==> src/design/spd_pkg.sv <==
// Constants and types for the strap pin latch and decoder
package spd_pkg;

	// ==========================================================
	// Strap pins
	localparam int STRAP_COUNT = 6;
	localparam int IN_ONLY_COUNT = 6;

	// Latched straps; bit 0 is the regulator-voltage strap
	typedef struct packed {
		logic sdio_edge_strap;
		logic log_and_timing_strap;
		logic spare_strap_pin;
		logic download_qualifier_strap;
		logic boot_select_strap;
		logic ldo_voltage_strap;
	} spd_strap_s;

	// Weak bias level of each strap while it is being sampled
	localparam spd_strap_s STRAP_BIAS_UP = 6'h32;

	// ==========================================================
	// Boot modes and decoded configuration
	typedef enum logic [1:0] {
		BOOT_FLASH = 2'b00,
		BOOT_DOWNLOAD = 2'b01,
		BOOT_UNDEFINED = 2'b10
	} spd_boot_e;

	typedef struct packed {
		spd_boot_e boot_mode;
		logic ldo_1v8;
		logic boot_log_en;
		logic sdio_in_rise;
		logic sdio_out_rise;
	} spd_cfg_s;

	typedef enum logic [0:0] {
		ST_SAMPLE = 1'b0,
		ST_RUN = 1'b1
	} spd_state_e;

	// ==========================================================
	// Register map
	localparam int ADDR_W = 12;
	localparam logic [11:0] REG_STRAP_STATUS = 12'h000;
	localparam logic [11:0] REG_OVERRIDE = 12'h004;

	// Override register fields
	localparam int OVR_LDO_EN = 0;
	localparam int OVR_LDO_1V8 = 1;
	localparam int OVR_SDIO_EN = 2;
	localparam int OVR_SDIO_IN_RISE = 3;
	localparam int OVR_SDIO_OUT_RISE = 4;
	localparam int OVR_BOOT_DONE = 5;
	localparam int OVR_W = 6;
	localparam logic [5:0] OVR_RESET = 6'h00;

endpackage

==> src/design/spd_strap_latch.sv <==
// Strap pin sampling, latching, decoding and APB status and override
//
// Decided for this implementation: the register addresses and register access over APB.
`timescale 1ns/1ps
`default_nettype none

module spd_strap_latch
	import spd_pkg::*;
(
	// Clock and power-on reset
	input wire logic CLK_SYS,
	input wire logic RSTN,
	input wire logic CHIP_POWER_ENABLE,
	// APB slave
	input wire logic PSEL,
	input wire logic PENABLE,
	input wire logic PWRITE,
	input wire logic [ADDR_W-1:0] PADDR,
	input wire logic [31:0] PWDATA,
	output logic [31:0] PRDATA,
	output logic PREADY,
	output logic PSLVERR,
	// Strap pads
	input wire logic [STRAP_COUNT-1:0] STRAP_PAD_IN,
	output logic [STRAP_COUNT-1:0] STRAP_PAD_OUT,
	output logic [STRAP_COUNT-1:0] STRAP_PAD_OE,
	output logic [STRAP_COUNT-1:0] STRAP_BIAS_EN,
	output logic [STRAP_COUNT-1:0] STRAP_BIAS_UP_SEL,
	// Normal function of the strap pads
	input wire logic [STRAP_COUNT-1:0] FUNC_OUT,
	input wire logic [STRAP_COUNT-1:0] FUNC_OE,
	output logic [STRAP_COUNT-1:0] FUNC_IN,
	// Input-only pads
	input wire logic [IN_ONLY_COUNT-1:0] IN_ONLY_OE_REQ,
	output logic [IN_ONLY_COUNT-1:0] IN_ONLY_PAD_OE,
	// Console transmit pin
	input wire logic BOOT_LOG_TX,
	input wire logic CONSOLE_FUNC_OUT,
	input wire logic CONSOLE_FUNC_OE,
	output logic CONSOLE_TX_OUT,
	output logic CONSOLE_TX_OE,
	// Decoded configuration
	output spd_cfg_s CFG,
	output logic CHIP_RUN
);

	// ==========================================================
	// Synchronisers
	logic [STRAP_COUNT-1:0] pad_meta;
	logic [STRAP_COUNT-1:0] pad_sync;
	logic ce_meta;
	logic ce_sync;

	always_ff @(posedge CLK_SYS or negedge RSTN) begin
		if (!RSTN) begin
			pad_meta <= STRAP_BIAS_UP;
			pad_sync <= STRAP_BIAS_UP;
			ce_meta <= 1'b0;
			ce_sync <= 1'b0;
		end else begin
			pad_meta <= STRAP_PAD_IN;
			pad_sync <= pad_meta;
			ce_meta <= CHIP_POWER_ENABLE;
			ce_sync <= ce_meta;
		end
	end

	// ==========================================================
	// Sample window and strap latches
	spd_state_e state;
	spd_state_e next_state;
	spd_strap_s strap;
	spd_strap_s next_strap;

	always_comb begin
		next_state = state;
		next_strap = strap;
		case (state)
			ST_SAMPLE: begin
				// Track the pads; the last value is kept at release
				next_strap = pad_sync;
				if (ce_sync) begin
					next_state = ST_RUN;
				end
			end
			ST_RUN: begin
				// Only a shutdown reopens the window
				if (!ce_sync) begin
					next_state = ST_SAMPLE;
				end
			end
			default: begin
				next_state = ST_SAMPLE;
			end
		endcase
	end

	always_ff @(posedge CLK_SYS or negedge RSTN) begin
		if (!RSTN) begin
			state <= ST_SAMPLE;
			strap <= STRAP_BIAS_UP;
		end else begin
			state <= next_state;
			strap <= next_strap;
		end
	end

	// ==========================================================
	// APB registers
	logic [OVR_W-1:0] ovr;
	logic [OVR_W-1:0] next_ovr;
	logic [31:0] next_prdata;
	logic err;
	logic next_err;
	logic setup;
	logic access;

	assign setup = PSEL && !PENABLE;
	assign access = PSEL && PENABLE;
	// Read data is fetched in setup so the access phase needs no wait
	assign PREADY = access;
	assign PSLVERR = access && err;

	always_comb begin
		next_prdata = PRDATA;
		next_err = err;
		next_ovr = ovr;
		if (setup) begin
			next_err = 1'b1;
			next_prdata = 32'h0000_0000;
			if (PADDR == REG_STRAP_STATUS) begin
				next_err = PWRITE;
				next_prdata = {{(32-STRAP_COUNT){1'b0}}, strap};
			end else if (PADDR == REG_OVERRIDE) begin
				next_err = 1'b0;
				next_prdata = {{(32-OVR_W){1'b0}}, ovr};
			end
		end
		if (access && PWRITE && PADDR == REG_OVERRIDE) begin
			next_ovr = PWDATA[OVR_W-1:0];
		end
		// Settings vanish with the chip when it is shut down
		if (state == ST_SAMPLE) begin
			next_ovr = OVR_RESET;
		end
	end

	always_ff @(posedge CLK_SYS or negedge RSTN) begin
		if (!RSTN) begin
			PRDATA <= 32'h0000_0000;
			err <= 1'b0;
			ovr <= OVR_RESET;
		end else begin
			PRDATA <= next_prdata;
			err <= next_err;
			ovr <= next_ovr;
		end
	end

	// ==========================================================
	// Decode and pad control
	spd_cfg_s next_cfg;
	logic boot_done;
	logic next_tx_out;
	logic next_tx_oe;
	logic [STRAP_COUNT-1:0] next_pad_out;
	logic [STRAP_COUNT-1:0] next_pad_oe;

	assign boot_done = ovr[OVR_BOOT_DONE];
	assign CHIP_RUN = (state == ST_RUN);
	assign STRAP_BIAS_EN = {STRAP_COUNT{state == ST_SAMPLE}};
	assign STRAP_BIAS_UP_SEL = STRAP_BIAS_UP;
	assign IN_ONLY_PAD_OE = IN_ONLY_OE_REQ & {IN_ONLY_COUNT{1'b0}};

	always_comb begin
		next_cfg.ldo_1v8 = strap.ldo_voltage_strap;
		if (ovr[OVR_LDO_EN]) begin
			next_cfg.ldo_1v8 = ovr[OVR_LDO_1V8];
		end
		if (strap.boot_select_strap) begin
			next_cfg.boot_mode = BOOT_FLASH;
		end else if (!strap.download_qualifier_strap) begin
			next_cfg.boot_mode = BOOT_DOWNLOAD;
		end else begin
			next_cfg.boot_mode = BOOT_UNDEFINED;
		end
		next_cfg.boot_log_en = strap.log_and_timing_strap;
		next_cfg.sdio_in_rise = strap.log_and_timing_strap;
		next_cfg.sdio_out_rise = strap.sdio_edge_strap;
		if (ovr[OVR_SDIO_EN]) begin
			next_cfg.sdio_in_rise = ovr[OVR_SDIO_IN_RISE];
			next_cfg.sdio_out_rise = ovr[OVR_SDIO_OUT_RISE];
		end
		// Pads stay quiet while sampled so nothing fights the bias
		next_pad_out = {STRAP_COUNT{1'b0}};
		next_pad_oe = {STRAP_COUNT{1'b0}};
		// Follow the next state so drive drops as the bias comes back
		if (next_state == ST_RUN) begin
			next_pad_out = FUNC_OUT;
			next_pad_oe = FUNC_OE;
		end
		// Boot phase lasts until firmware sets the boot-done bit
		next_tx_out = CONSOLE_FUNC_OUT;
		next_tx_oe = CONSOLE_FUNC_OE;
		if (state == ST_SAMPLE) begin
			next_tx_out = 1'b0;
			next_tx_oe = 1'b0;
		end else if (!boot_done) begin
			next_tx_out = BOOT_LOG_TX;
			next_tx_oe = strap.log_and_timing_strap;
		end
	end

	always_ff @(posedge CLK_SYS or negedge RSTN) begin
		if (!RSTN) begin
			CFG <= '0;
			STRAP_PAD_OUT <= {STRAP_COUNT{1'b0}};
			STRAP_PAD_OE <= {STRAP_COUNT{1'b0}};
			CONSOLE_TX_OUT <= 1'b0;
			CONSOLE_TX_OE <= 1'b0;
		end else begin
			CFG <= next_cfg;
			STRAP_PAD_OUT <= next_pad_out;
			STRAP_PAD_OE <= next_pad_oe;
			CONSOLE_TX_OUT <= next_tx_out;
			CONSOLE_TX_OE <= next_tx_oe;
		end
	end

	// Normal-function inputs are only meaningful once running
	assign FUNC_IN = pad_sync & {STRAP_COUNT{state == ST_RUN}};
endmodule // spd_strap_latch

`default_nettype wire

==> config.mk <==
export PLATFORM = sky130hd
export DESIGN_NAME = spd_strap_latch
export DESIGN_NICKNAME = d
export VERILOG_FILES = /design/src/design/spd_pkg.sv /design/src/design/spd_strap_latch.sv
export SDC_FILE = /design/constraint.sdc
export NUM_CORES = 1
export LEC_CHECK = 0
export ABC_AREA = 1
export BUFFER_PORTS_ARGS = -buffer_cell sky130_fd_sc_hd__buf_2
export CORE_MARGIN = 5
export CORE_UTILIZATION = 42
export CTS_BUF_LIST = sky130_fd_sc_hd__clkbuf_8 sky130_fd_sc_hd__clkbuf_16
export CTS_CLUSTER_SIZE = 25
export DETAILED_ROUTE_END_ITERATION = 7
export GPL_TIMING_DRIVEN = 0
export HOLD_SLACK_MARGIN = 0.12
export PLACE_DENSITY_LB_ADDON = 0.3
export SETUP_SLACK_MARGIN = 0.4
export SYNTH_ARGS = -nofsm -noshare
export SYNTH_HDL_FRONTEND = slang
export SYNTH_SLANG_ARGS = --single-unit
==> constraint.sdc <==
create_clock -name CLK_SYS -period 1.2 [get_ports CLK_SYS]
set_clock_uncertainty 0.15 [all_clocks]
set_input_delay 0.12 -clock CLK_SYS [delete_from_list [all_inputs] [get_ports CLK_SYS]]
set_output_delay 0.12 -clock CLK_SYS [all_outputs]
set_load 0.05 [all_outputs]
-- Yosys cells after proc, flatten, opt, wreduce, memory -nomap -nowiden
Cells that the tools add are included.
- logic and storage cells: 51
- bits of input ports: 77
- output and inout port bits: 79
- register bits: 80
- reductions and logical operators: 7
- mux-type cells: 17
- bitwise logic cells: 2
- eq/ne operators: 2
- operators with widths (operator ; number):
    $mux 32 ; 1
    $mux 6 ; 5
    $eq 12x3->1 const B ; 1
    $logic_not 12->1 ; 1
    $mux 1 ; 8
    $and 6x6->6 ; 1
    $mux 2 ; 3
    $logic_and 1x1->1 ; 5
    $ne 2x1->1 const B ; 1
    $logic_not 1->1 ; 1
    $not 1->1 ; 1

-- Depth between registers and ports, before layout
- depth in word-level cells: 5
- gate-level depth with buffers: 8

-- Worst setup path before layout
Ideal clock, no wire load.
- kind: register to output
- start point: reg state, in the netlist CHIP_RUN
- end point: out FUNC_IN[0]
- path buffers: 1
- cell stages (with the launch flop): 4
- arrival: 1384 ps
- slack: -454 ps
- cells stage by stage: dfrtp_1 > buf_2 > nand2_1 > inv_1
- cells in the longest elaborated chain, start to end: 1
- RTL lines (item ; RTL line ; RTL):
    start, declared ; spd_strap_latch.sv:70 ; spd_state_e state;
    start signal, assigned ; spd_strap_latch.sv:103 ; state <= next_state;
    $and 6x6->6 ; spd_strap_latch.sv:231 ; assign FUNC_IN = pad_sync & {STRAP_COUNT{state == ST_RUN}};
    end, declared ; spd_strap_latch.sv:32 ; output logic [STRAP_COUNT-1:0] FUNC_IN,
Every way passes these cells.

-- Final worst setup path
- start point: reg state, in the netlist CHIP_RUN
- end point: out FUNC_IN[4]
Same word-level chain as after synthesis.

==> results.cfg <==
[critical_path]
critPathMaxFanout = 9
r2r-end = ovr[4]
r2r_cells = 6
cp-start-kind = register
crit_path_end_kind = primary output
timing_worst_setup_path_type = reg2out
cp-endpoint = FUNC_IN[4]
worst_ep_arrival_time_ns = 1.26
r2r_slack_ns = -0.10
cp-startpoint = CHIP_RUN
worstReg2RegStart = CHIP_RUN
critPathRequiredTime_ns = 0.93

[global_routing]
grt_max_degree = 55
antenna_found_initial = 0
grt_first_pass_wirelength_um = 9850
overflow = 0
grt_usage_pct = 16.4
grt_pass1_vias = 2160

[timing]
finalCritPeriodShare_pct = 128
timing_hold_violations_final = 53
fmax_mhz = 652
maxSlewViolCount = 0
slew_headroom_pct = 55.8
min_period_ns = 1.53
rsz0062_at_grt = true
hold_slack_ns = -0.304
finalWorstSetupSlack_ns = -0.334
max_slew.worst_pin.slew_ns = 0.663
setup_viol = 27

[finish]
drive_above_1_share_pct = 61.2
fill_cells = 370
final_area_um2 = 4280
num-nets-final = 506
area_growth_pct = 74.4
diodes = 0

[detailed_routing]
ant_nets = 0
avgRoutedWirePerCell_um = 12.3
routed_wl_um = 6180
drt_iter0_markers = 78
drt_first_pass_iters = 4
via_per_inst = 4.17
route.detailed.drc = 0
num_vias = 2095

[synth]
synth_ff_type = dfrtp_1
synthArstFlopShare_pct = 100
synthTopCellsByArea = dfrtp_1, buf_4, nand2_1
yosys.area.top_type = dfrtp_1
ys.warnings.count = 0
ys_ff_latch = 54
synthesis.area_um2 = 2450
ys_seq_area_share_pct = 55.6
synth_commonest_cells = nand2_1, dfrtp_1, buf_4
yosys.area.top_type_share_pct = 45.9
post-synth-top-count-cell = nand2_1
synth_cells = 270
avgSynthCellArea_um2 = 9.08
synth_edf_count = 0
ys_types = 20

[placed_design]
placed_cell_area_um2 = 3320
hpwl_um = 3970
gp_congestion = 0.852
port_buffers = 85

[clock_network]
cts_buffers = 5
htree_levels = 2
clock_latency_ns = 0.30
clkSlewWorstSetupHoldPaths_ns = 0.09
clock_path_buffers = 2
cts_root_buffer = clkbuf_8
cts_tree = yes
hold_buffers = 19
clkSinkCount = 54

[outcome]
violations = hold timing, setup timing
run_status = complete, but fails checks

[job]
maxCapViolCount = 0

[floorplan]
rows = 27
die_height_um = 86.4
coreArea_um2 = 5570
die_width_um = 86.4
initial_core_util_pct = 44.0
ios = 156
die-area_um2 = 7470

[min_path]
hold_class = in2async

[power]
leakage_nw = 2.31
fin_total_pwr_w = 0.00437
irDropWorstVdd_mv = 0.824
powerDensity_nw_per_um2 = 1020
## worst max-delay path, cell delays in order, from the launching register on
cell	delay [ns]
dfrtp_4	0.52
buf_12	0.16
nand2_4	0.06
clkinvlp_4	0.07
buf_6	0.15
## cells by family after synthesis
kind of cell	after synthesis	synth area share [%]
AOI/OAI and AO/OA	10	2.04
and+or+nand+nor	119	22.3
buffers and inverters	85	19.7
DFF	54	55.6
other	2	0.306
## final cells by class
cell class / count / area (µm²) / share of cell area [%]
Clock buffer: 5 / 68.8 / 1.61
Tap cell: 72 / 90.1 / 2.11
Multi-Input combinational cell: 167 / 973 / 22.8
Sequential cell: 54 / 1400 / 32.8
Timing Repair Buffer: 116 / 1140 / 26.7
Clock inverter: 3 / 11.3 / 0.263
Inverter: 38 / 168 / 3.92
Buffer: 47 / 423 / 9.89
## per-layer routing
layer  global-route usage [%]  part of all wire (%)
met1                     18.0                    36
met2                     28.0                    52
met4                     5.81                   1.4
met3                     7.32                    11
met5                        0                     0
## state kept, by name, summed over array words and instances (netlist names), 5 cells and up
signal and flops:
pad_sync 6, STRAP_PAD_OE 6, PRDATA 6, pad_meta 6
strap 5, STRAP_PAD_OUT 6, ovr 6, CFG 6
## layout by cell type (no fill, tap or decap)
master,count
nand2_1,54
buf_4,46
buf_2,39
buf_8,38
conb_1,38
dfrtp_2,28
dlygate4sd3_1,19
nand2_4,18
inv_2,18
buf_6,18
inv_1,16
dfrtp_1,16
nand3_1,13
nand2_2,9
dfstp_2,9
nor2_4,8
nand3_2,8
clkinvlp_4,6
o21ai_1,5
nor2_1,5
clkbuf_8,5
o21ai_2,4
buf_12,3
nor2_2,2
dfrtp_4,1
inv_4,1
a21oi_1,1
nor2_8,1
nand3_4,1
## per-stage QoR
| step | TNS, ns | utilization, % | worst slack (ns) | cells |
|---|---|---|---|---|
| finish | -4.91 | 76.7 | -0.334 | 502 |
| global route | -6.40 | 76.7 | -0.387 | 502 |
| CTS | -5.16 | 73.4 | -0.361 | 497 |
| detailed placement | -8.78 | 59.6 | -0.267 | 463 |
| global placement | -7.93 | 59.6 | -0.248 | 463 |
| floorplan | -1.24 | - | -0.117 | 306 |
## what timing repair did
item,in CTS,in global routing
cloned,1,0
pin swaps,12,21
buffers inserted,6,5
resized for setup,140,48
setup endpoints to repair,122,81
endpoints found under the hold margin,88,60
## worst min-delay path by stage
stage	cells after the start	endpoint	slack [ns]	from
5_1_grt	1	err	-0.25	RSTN
3_3_place_gp	1	pad_meta[5]	0.08	STRAP_PAD_IN[5]
2_1_floorplan	0	CFG[0]	-0.33	RSTN
6_report	1	err	-0.30	RSTN
4_1_cts	1	err	-0.29	RSTN
3_5_place_dp	1	pad_meta[5]	0.08	STRAP_PAD_IN[5]
## where the power goes
group	total (W)	switching, W	leakage (nW)	internal, W
Clock	0.000933	0.000543	0.0519	0.000390
Sequential	0.00205	0.0000930	0.625	0.00196
Combinational	0.00138	0.000844	1.63	0.000540
Total	0.00437	0.00148	2.31	0.00289
No activity file was read; power rests on OpenSTA's default activity.
